### src/utrx_defines.svh
// Register offsets, field positions, encodings and reset values of the UART core
`ifndef UTRX_DEFINES_SVH
`define UTRX_DEFINES_SVH
// ----------------------------------------
// Register byte offsets
// ----------------------------------------
`define UTRX_OFS_MODE 12'h000
`define UTRX_OFS_RXERR 12'h004
`define UTRX_OFS_TXSTAT 12'h008
`define UTRX_OFS_DIV 12'h00C
`define UTRX_OFS_TXBUF 12'h010
`define UTRX_OFS_RXBUF 12'h014
// ----------------------------------------
// Mode register fields
// ----------------------------------------
`define UTRX_MODE_POWER 7
`define UTRX_MODE_TXE 6
`define UTRX_MODE_RXE 5
`define UTRX_MODE_PAR_HI 4
`define UTRX_MODE_PAR_LO 3
`define UTRX_MODE_LEN8 2
`define UTRX_MODE_STOP2 1
`define UTRX_MODE_MERGE 0
`define UTRX_PAR_NONE 2'h0
`define UTRX_PAR_ZERO 2'h1
`define UTRX_PAR_ODD 2'h2
`define UTRX_PAR_EVEN 2'h3
// ----------------------------------------
// Status fields and reset values
// ----------------------------------------
`define UTRX_ERR_PAR 2
`define UTRX_ERR_FRM 1
`define UTRX_ERR_OVR 0
`define UTRX_TXS_FULL 1
`define UTRX_TXS_BUSY 0
`define UTRX_MODE_RST 8'h00
`define UTRX_DIV_RST 8'h10
`define UTRX_RXBUF_RST 8'hFF
`define UTRX_FRAME_IDLE 12'hFFF
`endif

### src/utrx_pkg.sv
// Types shared by the UART core
package utrx_pkg;
   typedef enum logic [1:0] {UTRX_IDLE, UTRX_START, UTRX_BITS} utrx_phase_t;

   typedef struct packed {
      logic [7:0] mode;
      logic [7:0] div;
      logic [7:0] txb;
      logic tx_full;
      logic tx_busy;
      utrx_phase_t tx_st;
      logic [11:0] tx_frame;
      logic [3:0] tx_left;
      logic [8:0] tx_cnt;
      logic txd;
      logic tx_done;
      utrx_phase_t rx_st;
      logic [8:0] rx_cnt;
      logic [3:0] rx_idx;
      logic [10:0] rxs;
      logic [7:0] rxb;
      logic rx_full;
      logic [2:0] err;
      logic rx_prev;
      logic rx_done;
      logic rx_err;
      logic [31:0] prdata;
      logic pready;
      logic pslverr;
   } utrx_state_t;
endpackage

### src/utrx_core.sv
// Full-duplex UART transmitter and receiver with an APB register slave
//
// The implementer's own choices: register access over APB and the address map.
`include "utrx_defines.svh"

// What this block does
// - Serial output idles high once unit power is set.
// - With power and transmit enable set, a buffer write starts a frame.
// - Start, parity and stop bits are appended by hardware.
// - Buffer moves into the shift register, then bits shift out on serial output.
// - Transmit-done pulses right after the final stop bit, one or two stops.
// - With nothing pending, transmitter idles until the next buffer write.
// - Buffer accepts a new byte once shifting has begun; the next frame starts after one extra clock of stop level.
// - Transmit status bit 1 is buffer full; 1 forbids writing.
// - Transmit status bit 0 is shift busy; 1 means frame in progress.
// - Continuous sending steps full/busy through 10, 01, 11.
// - Receiver samples only while power and receive enable are both set.
// - Falling edge starts counter; after divisor count, low line confirms start.
// - Bits shift in at baud rate; on stop, buffer loads unless overrun; done pulses, or error pulses instead on a flagged frame with merge clear.
// - On overrun the receive buffer keeps its old content.
// - Parity mismatch does not abort; error signalled at frame end.
// - Receiver checks one stop bit and ignores any second one.
// - Reading error status clears its flags.
// - Framing error flag sets when the stop bit is not high.
// - Frame is start, 7 or 8 data, optional parity, 1 or 2 stops.
// - Even parity makes ones even; odd total count of ones flags error.
module utrx_core
   import utrx_pkg::*;
#(
   parameter logic [7:0] DIV_RESET = `UTRX_DIV_RST
) (
   input wire logic pclk,
   input wire logic presetn,
   input wire logic psel,
   input wire logic penable,
   input wire logic pwrite,
   input wire logic [11:0] paddr,
   input wire logic [31:0] pwdata,
   output logic [31:0] prdata,
   output logic pready,
   output logic pslverr,
   input wire logic serial_in,
   output logic serial_out,
   output logic tx_done_irq,
   output logic rx_done_irq,
   output logic rx_error_irq
);
   utrx_state_t s_reg;
   utrx_state_t s_next;

   logic power;
   logic txe;
   logic rxe;
   logic len8;
   logic [1:0] par;
   logic [8:0] period;
   logic setup;
   logic access;
   logic [11:0] frame;
   logic [3:0] tx_total;
   logic [3:0] rx_last;
   logic [7:0] rx_data;
   logic rx_parbit;
   logic rx_stopbit;
   logic pe;
   logic fe;
   logic ove;
   logic [3:0] len;

   assign power = s_reg.mode[`UTRX_MODE_POWER];
   assign txe = power & s_reg.mode[`UTRX_MODE_TXE];
   assign rxe = power & s_reg.mode[`UTRX_MODE_RXE];
   assign len8 = s_reg.mode[`UTRX_MODE_LEN8];
   assign par = s_reg.mode[`UTRX_MODE_PAR_HI:`UTRX_MODE_PAR_LO];
   assign len = len8 ? 4'h8 : 4'h7;
   // Bit period is twice the divisor; a zero divisor acts as one to keep counters sane
   assign period = (s_reg.div == 8'h00) ? 9'h002 : {s_reg.div, 1'b0};
   assign setup = psel & ~penable;
   assign access = psel & penable & s_reg.pready;

   // ----------------------------------------
   // Frame assembly and received frame decode
   // ----------------------------------------
   always_comb begin
      frame = `UTRX_FRAME_IDLE;
      frame[0] = 1'b0;
      for (int i = 0; i < 8; i++) begin
         if (4'(i) < len) begin
            frame[i + 1] = s_reg.txb[i];
         end
      end
      if (par != `UTRX_PAR_NONE) begin
         case (par)
            `UTRX_PAR_ZERO: frame[len + 4'h1] = 1'b0;
            `UTRX_PAR_ODD: frame[len + 4'h1] = ~(^(s_reg.txb & (len8 ? 8'hFF : 8'h7F)));
            default: frame[len + 4'h1] = ^(s_reg.txb & (len8 ? 8'hFF : 8'h7F));
         endcase
      end
      tx_total = 4'h1 + len + ((par != `UTRX_PAR_NONE) ? 4'h1 : 4'h0)
                 + (s_reg.mode[`UTRX_MODE_STOP2] ? 4'h2 : 4'h1);
   end

   always_comb begin
      rx_last = len + ((par != `UTRX_PAR_NONE) ? 4'h1 : 4'h0);
      rx_data = s_reg.rxs[7:0] & (len8 ? 8'hFF : 8'h7F);
      rx_parbit = s_reg.rxs[len];
      rx_stopbit = serial_in;
      pe = 1'b0;
      case (par)
         `UTRX_PAR_EVEN: pe = ^rx_data ^ rx_parbit;
         `UTRX_PAR_ODD: pe = ~(^rx_data ^ rx_parbit);
         default: pe = 1'b0;
      endcase
      fe = ~rx_stopbit;
      ove = s_reg.rx_full;
   end

   // ----------------------------------------
   // Next state
   // ----------------------------------------
   always_comb begin
      s_next = s_reg;
      s_next.tx_done = 1'b0;
      s_next.rx_done = 1'b0;
      s_next.rx_err = 1'b0;
      s_next.rx_prev = serial_in;

      // APB slave: answer is prepared in the setup cycle, so the access phase has no wait
      s_next.pready = setup;
      // Error flag is a pulse with ready, so a stale error never qualifies a later transfer
      s_next.pslverr = 1'b0;
      if (setup) begin
         s_next.pslverr = 1'b0;
         s_next.prdata = 32'h0000_0000;
         case (paddr)
            `UTRX_OFS_MODE: s_next.prdata[7:0] = s_reg.mode;
            `UTRX_OFS_RXERR: s_next.prdata[2:0] = s_reg.err;
            `UTRX_OFS_TXSTAT: s_next.prdata[1:0] = {s_reg.tx_full, s_reg.tx_busy};
            `UTRX_OFS_DIV: s_next.prdata[7:0] = s_reg.div;
            `UTRX_OFS_RXBUF: s_next.prdata[7:0] = s_reg.rxb;
            `UTRX_OFS_TXBUF: s_next.prdata = 32'h0000_0000;
            default: s_next.pslverr = 1'b1;
         endcase
      end
      if (access && pwrite) begin
         case (paddr)
            `UTRX_OFS_MODE: s_next.mode = pwdata[7:0];
            `UTRX_OFS_DIV: s_next.div = pwdata[7:0];
            `UTRX_OFS_TXBUF: begin
               // A write while full is refused; software must poll the full flag first
               if (txe && !s_reg.tx_full) begin
                  s_next.txb = pwdata[7:0];
                  s_next.tx_full = 1'b1;
               end
            end
            default: s_next.mode = s_next.mode;
         endcase
      end
      if (access && !pwrite) begin
         // Only reported bits are cleared, so a flag set after the setup cycle survives
         if (paddr == `UTRX_OFS_RXERR) begin
            s_next.err = s_reg.err & ~s_reg.prdata[2:0];
         end
         if (paddr == `UTRX_OFS_RXBUF) begin
            s_next.rx_full = 1'b0;
         end
      end

      // Transmitter
      case (s_reg.tx_st)
         UTRX_BITS: begin
            if (s_reg.tx_cnt == 9'h000) begin
               if (s_reg.tx_left == 4'h1) begin
                  // Stop level is held one extra clock before a pending byte loads
                  s_next.tx_done = 1'b1;
                  s_next.tx_busy = 1'b0;
                  s_next.tx_st = UTRX_IDLE;
                  s_next.txd = 1'b1;
               end else begin
                  s_next.tx_frame = {1'b1, s_reg.tx_frame[11:1]};
                  s_next.txd = s_reg.tx_frame[1];
                  s_next.tx_left = s_reg.tx_left - 4'h1;
                  s_next.tx_cnt = period - 9'h001;
               end
            end else begin
               s_next.tx_cnt = s_reg.tx_cnt - 9'h001;
            end
         end
         default: begin
            s_next.tx_st = UTRX_IDLE;
            s_next.txd = 1'b1;
            if (s_reg.tx_full) begin
               // The buffer frees as shifting begins, so the next byte may be written at once
               s_next.tx_frame = frame;
               s_next.txd = frame[0];
               s_next.tx_left = tx_total;
               s_next.tx_cnt = period - 9'h001;
               s_next.tx_full = 1'b0;
               s_next.tx_busy = 1'b1;
               s_next.tx_st = UTRX_BITS;
            end
         end
      endcase

      // Receiver
      case (s_reg.rx_st)
         UTRX_START: begin
            if (s_reg.rx_cnt == 9'h000) begin
               if (!serial_in) begin
                  s_next.rx_st = UTRX_BITS;
                  s_next.rx_idx = 4'h0;
                  s_next.rx_cnt = period - 9'h001;
               end else begin
                  s_next.rx_st = UTRX_IDLE;
               end
            end else begin
               s_next.rx_cnt = s_reg.rx_cnt - 9'h001;
            end
         end
         UTRX_BITS: begin
            if (s_reg.rx_cnt == 9'h000) begin
               s_next.rx_cnt = period - 9'h001;
               if (s_reg.rx_idx == rx_last) begin
                  s_next.rx_st = UTRX_IDLE;
                  s_next.err = s_next.err | {pe, fe, ove};
                  if (!ove) begin
                     s_next.rxb = rx_data;
                     s_next.rx_full = 1'b1;
                  end
                  if ((pe | fe | ove) && !s_reg.mode[`UTRX_MODE_MERGE]) begin
                     s_next.rx_err = 1'b1;
                  end else begin
                     s_next.rx_done = 1'b1;
                  end
               end else begin
                  s_next.rxs[s_reg.rx_idx] = serial_in;
                  s_next.rx_idx = s_reg.rx_idx + 4'h1;
               end
            end else begin
               s_next.rx_cnt = s_reg.rx_cnt - 9'h001;
            end
         end
         default: begin
            s_next.rx_st = UTRX_IDLE;
            if (s_reg.rx_prev && !serial_in) begin
               s_next.rx_st = UTRX_START;
               // Half-period resample puts every later sample near mid-bit
               s_next.rx_cnt = ((s_reg.div == 8'h00) ? 9'h001 : {1'b0, s_reg.div}) - 9'h001;
            end
         end
      endcase

      // Enables: each half is held idle on its own; power off also clears status and buffer
      if (!txe) begin
         s_next.tx_st = UTRX_IDLE;
         s_next.tx_full = 1'b0;
         s_next.tx_busy = 1'b0;
         s_next.txd = 1'b1;
      end
      if (!rxe) begin
         s_next.rx_st = UTRX_IDLE;
         // Edge detector rests high, so enabling on an idle line never sees a false start
         s_next.rx_prev = 1'b1;
      end
      if (!power) begin
         s_next.err = 3'h0;
         s_next.rxb = `UTRX_RXBUF_RST;
         s_next.rx_full = 1'b0;
      end
   end

   // ----------------------------------------
   // State register
   // ----------------------------------------
   always_ff @(posedge pclk or negedge presetn) begin
      if (!presetn) begin
         s_reg <= '0;
         s_reg.mode <= `UTRX_MODE_RST;
         s_reg.div <= DIV_RESET;
         s_reg.tx_frame <= `UTRX_FRAME_IDLE;
         s_reg.txd <= 1'b1;
         s_reg.rxb <= `UTRX_RXBUF_RST;
         s_reg.rx_prev <= 1'b1;
         s_reg.tx_st <= UTRX_IDLE;
         s_reg.rx_st <= UTRX_IDLE;
      end else begin
         s_reg <= s_next;
      end
   end

   assign prdata = s_reg.prdata;
   assign pready = s_reg.pready;
   assign pslverr = s_reg.pslverr;
   assign serial_out = s_reg.txd;
   assign tx_done_irq = s_reg.tx_done;
   assign rx_done_irq = s_reg.rx_done;
   assign rx_error_irq = s_reg.rx_err;
endmodule

### config.mk
export PLATFORM = sky130hd
export DESIGN_NAME = utrx_core
export DESIGN_NICKNAME = d
export VERILOG_FILES = /design/src/utrx_pkg.sv /design/src/utrx_core.sv
export VERILOG_INCLUDE_DIRS = /design/src
export SDC_FILE = /design/constraint.sdc
export NUM_CORES = 1
export LEC_CHECK = 0
export ABC_AREA = 1
export BUFFER_PORTS_ARGS = -buffer_cell sky130_fd_sc_hd__buf_2
export CAP_MARGIN = 10
export CORE_MARGIN = 5
export CORE_UTILIZATION = 58
export DETAILED_ROUTE_END_ITERATION = 16
export PLACE_DENSITY = 0.81
export SYNTH_ARGS = -nofsm -noshare
export SYNTH_HDL_FRONTEND = slang
export SYNTH_SLANG_ARGS = --single-unit
### constraint.sdc
create_clock -name pclk -period 3.05 [get_ports pclk]
set_input_delay 0.305 -clock pclk [delete_from_list [all_inputs] [get_ports pclk]]
set_output_delay 0.305 -clock pclk [all_outputs]
set_load 0.01 [all_outputs]
==> results of run 1 <==
==> logic make-up after synthesis <==
group	synth area share [%]
AOI/OAI and AO/OA	14.8
xor gates and xnor gates	3.28
adders and majority gates	4.20
buffers and inverters	12.2
DFF	42.0
muxes	0.550
other	0.0611
and+or+nand+nor	22.9
==> path summary, 6_finish.rpt <==
path / to / from / cells after the start
worst max-delay path: s_reg[45] / par[0] / 11
worst min register to register: s_reg[77] / s_reg[77] / 1
worst max register to register: s_reg[45] / par[0] / 11
worst min-delay path: async pin / presetn / 2
min in group pclk: prdata[5] / penable / 2
max in group asynchronous: s_reg[99] / presetn / 2
==> placed cells by master (no fill, tap or decap), drive strengths merged, types with 2 or more instances in the layout <==
master / count
nor4: 2
or2: 7
nand3: 58
ha: 19
o221ai: 6
xnor2: 9
clkbuf: 11
a22oi: 7
bufinv: 2
nor2: 65
nand4: 10
buf: 45
a21oi: 31
o31ai: 5
o211ai: 5
conb: 24
xor2: 14
dfstp: 22
inv: 109
clkinvlp: 2
o2111ai: 3
o21ai: 91
o21a: 2
mux2: 3
nor3: 15
dfrtp: 80
nand2: 165
a31oi: 6
==> through the flow <==
stage / instance area [µm²] / hold slack (ps) / instances / power (W)
2_1_floorplan: 6230 / 9.41 / 816 / 0.00149
3_3_place_gp: 6310 / 406 / 947 / 0.00153
3_5_place_dp: 6310 / 414 / 947 / 0.00154
4_1_cts: 6530 / 7.14 / 963 / 0.00247
5_1_grt: 6530 / 5.10 / 963 / 0.00255
6_report: 6530 / -29.6 / 963 / 0.00246
==> cell type report <==
| cell class | instances | area [µm²] |
|---|---|---|
| tap | 136 | 170 |
| clock buffer | 11 | 131 |
| multi-input combinational | 555 | 2900 |
| timing repair buffer | 45 | 255 |
| fill | 899 | 3800 |
| sequential | 102 | 2580 |
| clock inverter | 5 | 83.8 |
| inverter | 109 | 409 |
==> report_power, final <==
group          internal [W]  switching (W)  total, W
combinational     0.0000392       0.000105  0.000144
clock              0.000465       0.000480  0.000945
sequential          0.00136     0.00000813   0.00137
total               0.00186       0.000593   0.00246
==> per-layer routing <==
layer	global-route usage [%]	up-vias	wire length, µm
met5	0	-	0
met4	7.45	0	268
met3	3.90	27	984
met2	37.3	193	6860
met1	31.5	2565	6060
li1	-	2594	-
==> worst max-delay path: cells and delay by family, from the launching register on <==
kind            cells  cell delay [ps]
compound gates      2              310
simple gates        3              720
buf+inv             3              240
flops               1              420
fa+ha+maj           2              550
xor+xnor            1              230
==> impl_metrics.csv, run 1 <==
group,metric,value,unit
timing,post-route-period-util,82.6,%
logic_synthesis,synth_cells,793,
setup_path,required,3370,ps
layout,area_growth,6.28,%
placed_design,pre_cts_ws,601,ps
setup_path,cpPeakStageDelay,420,ps
placed_design,dp_hpwl,10.8,mm
outcome,status,"complete, but fails checks",
timing,timing.fmax,397,MHz
layout,nNetsFinal,892,
setup_path,path_cells,"inv_1 > ha_1 > ha_1 > xor2_1 > nand4_2 > nor2_2 > inv_2 > or2_1 > o21ai_0 > a21oi_1 > inv_1",
timing,worst_slack,531,ps
die,num_rows,37,
setup_path,startpoint_type,"flip-flop",
pwr,p_leak,3.06,nW
logic_synthesis,seq_area_frac_synth,42.0,%
global_route,grt_pass1_wl,23.9,mm
logic_synthesis,syn_area,6140,µm²
clock_tree,clockBufferDepth,2,
placed_design,io_buffers,39,
layout,largest_register_ffs,74,
routing,drt_iter0_drc,411,
timing,worstMarginPinSlew,742,ps
logic_synthesis,synth-edff-count,0,
timing,finalClockSkew,12.5,ps
clock_tree,postCtsHoldBufs,0,
timing,finalSetupTns,0,ps
timing,setup_viol_count_final,0,
layout,drive_above_1_share,12.6,%
layout,utilization,63.2,%
setup_path,cp_max_fo,17,
die,die_h,113,µm
logic_synthesis,yosys_warnings,0,
flow_run,drv_cap,0,
die,start_util,59.5,%
setup_path,end_kind,"flip-flop",
logic_synthesis,synth_area_leaders,"dfrtp_1 33%, nand2_1 10%, dfstp_2 9.4%",
logic_synthesis,synth-main-ff-cell,"dfrtp_1",
routing,via_per_inst,5.59,
routing,routedWlPerCell,14.7,µm
clock_tree,root_buffer,"clkbuf_8",
layout,antennaDiodeCount,0,
setup_path,cpMaxStageDelayCell,"dfrtp_1",
logic_synthesis,synth_top_cell_area_share,32.6,%
logic_synthesis,yosys.cell_types.count,47,
logic_synthesis,avgSynthCellArea,7.74,µm²
pwr,p_per_area,377,nW/µm²
global_route,antenna_found_initial,0,
placed_design,gp_congestion,0.954,
clock_tree,cts_resized,0,
global_route,grt_overflow,0,
clock_tree,cts.sinks,102,
die,die-area,12700,µm²
outcome,failed_checks,"negative hold slack",
clock_tree,clk_pin_slew,100,ps
routing,firstDrtPassIters,5,
clock_tree,cts_tree,"done",
timing,slew_headroom,50.4,%
clock_tree,h-tree-depth,3,
routing,wirelength,14.2,mm
timing,min_period,2520,ps
die,coreArea,10300,µm²
setup_path,setup.worst_path.class,"reg2reg",
worst_hold_path,hp-class,"in2async",
global_route,grt_max_degree,103,
global_route,grt_pass1_vias,5078,
timing,rsz0062_at_grt,"false",
logic_synthesis,async_reset_ff_share,100,%
global_route,grtUsageTotal,23.0,%
logic_synthesis,yosys.area.top_type,"dfrtp_1",
logic_synthesis,synth_seq_cells,102,
logic_synthesis,ys_top_cells_by_count,"164 x nand2_1, 105 x inv_1, 87 x o21ai_0",
setup_path,arrival,2840,ps
routing,vias,5379,
die,die-width,113,µm
pwr,peakVddDrop,0.000214,V
timing,holdWs,-29.6,ps
clock_tree,cts_setup_buffers,0,
logic_synthesis,synth_most_common_cell,"nand2_1",
setup_path,r2r_slack,530,ps
routing,drcViolationCount,0,
die,pin_count,88,
clock_tree,numCtsBuffers,9,
timing,drv_slew,0,
routing,antenna_left,0,
timing,hold_viol_final,12,
clock_tree,clock_latency,380,ps
Power figures use the tool's default switching activity.
==> run 2, diff against run 1 <==
--- a/config.mk
+++ b/config.mk
@@ -10,9 +10,9 @@
 export BUFFER_PORTS_ARGS = -buffer_cell sky130_fd_sc_hd__buf_2
 export CAP_MARGIN = 10
 export CORE_MARGIN = 5
-export CORE_UTILIZATION = 58
+export CORE_UTILIZATION = 52
 export DETAILED_ROUTE_END_ITERATION = 16
-export PLACE_DENSITY = 0.81
+export PLACE_DENSITY = 0.76
 export SYNTH_ARGS = -nofsm -noshare
 export SYNTH_HDL_FRONTEND = slang
 export SYNTH_SLANG_ARGS = --single-unit
==> constraint.sdc (replaced) <==
create_clock -name pclk -period 2.2 [get_ports pclk]
set_input_delay 0.22 -clock pclk [delete_from_list [all_inputs] [get_ports pclk]]
set_output_delay 0.22 -clock pclk [all_outputs]
set_load 0.01 [all_outputs]
==> impl_metrics.csv, run 2 (synthesis gave the netlist of run 1 again) <==
group,metric,value,unit
outcome,status,"complete, no violations",
worst_hold_path,hp-start,"penable",
die,start_util,53.3,%
global_route,grt_pass1_vias,5012,
setup_path,arrival,2390,ps
pwr,pwr-share-clk,43.3,%
layout,fill_cells,1031,
pwr,power,0.00372,W
die,pin_count,88,
setup_path,r2r_slack,110,ps
pwr,power_frac_seq,51.1,%
layout,final_cell_mix,"163 x nand2_1, 103 x inv_1, 81 x o21ai_0",
layout,utilization,59.9,%
setup_path,end_kind,"flip-flop",
layout,drive_above_1_share,16.6,%
placed_design,gp_congestion,0.881,
layout,nNetsFinal,923,
setup_path,required,2500,ps
setup_path,cpMaxStageDelayCell,"dfrtp_1",
setup_path,path_cells,"inv_1 > ha_2 > buf_4 > ha_2 > nand3_1 > o21ai_2 > nand4_2 > nor2_4 > inv_2 > or2_4 > o21ai_0 > a21oi_1 > inv_1",
setup_path,startpoint_type,"flip-flop",
flow_run,drv_cap,0,
setup_path,reg2reg_depth,13,
layout,stdcell_count,1001,
timing,finalSetupTns,0,ps
layout,antennaDiodeCount,0,
timing,hold_viol_final,0,
timing,worstMarginPinSlew,664,ps
timing,setup_viol_count_final,0,
timing,drv_slew,0,
layout,layout_commonest_cell,"nand2_1",
routing,firstDrtPassIters,5,
layout,fin_area,6900,µm²
placed_design,dp_cells,981,
timing,min_period,2090,ps
routing,wirelength,14.4,mm
layout,multiInputGateArea,2950,µm²
layout,largest_register_ffs,74,
die,die-width,119,µm
routing,antenna_left,0,
timing,post-route-period-util,95.0,%
layout,area_growth,12.3,%
timing,timing.fmax,479,MHz
pwr,peakVddDrop,0.000380,V
die,coreArea,11500,µm²
timing,finalClockSkew,12.4,ps
timing,slew_headroom,55.7,%
setup_path,r2r-start,"par[0]",
clock_tree,root_buffer,"clkbuf_16",
clock_tree,cts_tree,"done",
die,die-area,14100,µm²
pwr,p_int,0.00290,W
clock_tree,h-tree-depth,3,
pwr,p_per_area,539,nW/µm²
pwr,p_leak,3.24,nW
routing,routedWlPerCell,14.3,µm
global_route,grt_overflow,0,
global_route,antenna_found_initial,0,
routing,drt_iter0_drc,290,
die,num_rows,39,
global_route,grt_pass1_wl,24.3,mm
worst_hold_path,hold_path_end,"prdata[5]",
worst_hold_path,holdPathStages,2,
worst_hold_path,hp-class,"in2reg",
clock_tree,clk_pin_slew,60,ps
global_route,grt_max_degree,50,
placed_design,place_area,6520,µm²
routing,vias,5374,
die,die_h,119,µm
clock_tree,clockBufferDepth,2,
pwr,swShare,22.0,%
timing,rsz0062_at_grt,"true",
routing,drcViolationCount,0,
setup_path,r2r-end,"s_reg[47]",
setup_path,cpPeakStageDelay,390,ps
routing,via_per_inst,5.37,
clock_tree,cts.sinks,102,
pwr,pwr-share-comb,5.6,%
pwr,p_sw,0.000820,W
clock_tree,clock_latency,360,ps
clock_tree,numCtsBuffers,9,
placed_design,io_buffers,39,
placed_design,dp_hpwl,10.9,mm
layout,ff_latch_area,2580,µm²
global_route,grtUsageTotal,21.0,%
setup_path,cp_max_fo,9,
setup_path,setup.worst_path.class,"reg2reg",
run 2: changes by cell type in the layout (fill, tap and decap cells not counted), sizes merged:
cell         change
inv              -1
clkinv           -1
buf             +29
clkbuf           +4
or2              +1
dlygate4sd3      +1
bufinv           -1
clkinvlp         -1
run 2: power groups by stage:
stage / Clock (W) / Sequential [W] / Combinational [W]
2_1_floorplan: 0 / 0.00193 / 0.000135
3_3_place_gp: 0 / 0.00193 / 0.000203
3_5_place_dp: 0 / 0.00193 / 0.000207
4_1_cts: 0.00165 / 0.00190 / 0.000210
5_1_grt: 0.00173 / 0.00190 / 0.000238
6_report: 0.00161 / 0.00190 / 0.000208
run 2: worst max path at each step:
stage | from | depth (start not counted) | endpoint | slack, ps
CTS | par[0] | 11 | s_reg[41] | 40
global placement | par[0] | 11 | s_reg[46] | 10
global route | s_reg[78] | 12 | s_reg[98] | -50
floorplan | len8 | 12 | s_reg[41] | 30
finish | par[0] | 13 | s_reg[47] | 110
detailed placement | par[0] | 11 | s_reg[41] | -100
run 2: per-stage QoR:
stage | hold WS, ps | setup slack (ps)
2_1_floorplan | -75.6 | 34.5
3_3_place_gp | 295 | 10.4
3_5_place_dp | 296 | -101
4_1_cts | 119 | 41.5
5_1_grt | 158 | -49.1
6_report | 133 | 110
run 2: layer usage:
metal,GRT usage [%],vias to the layer above,routed length [µm]
li1,-,2654,-
met1,27.7,2559,6370
met2,35.4,145,7010
met3,4.92,16,825
met4,4.71,0,146
met5,0,-,0
run 2: what timing repair did:
action	4_1_cts	5_1_grt
hold buffers	1	0
gates resized for setup	2	17
buffers inserted	0	2
pin swaps	0	3
setup endpoints to repair	9	29
hold endpoints to repair	41	0
cloned	0	1
run 2: critical path: cells and delay by family (launching register included):
family	cells	cell delay [ps]
and+or+nand+nor	4	690
DFF	1	390
adders and majority gates	2	370
buffers and inverters	4	310
AOI/OAI and AO/OA	3	300
run 2: layout make-up:
| cell class | count | area share, % |
|---|---|---|
| clock inverters | 1 | 0.435 |
| multi-input cells | 556 | 42.7 |
| flip-flops and latches | 102 | 37.4 |
| well taps | 143 | 2.59 |
| inverters | 109 | 5.99 |
| clock buffers | 15 | 3.88 |
| repair buffers | 75 | 7.00 |
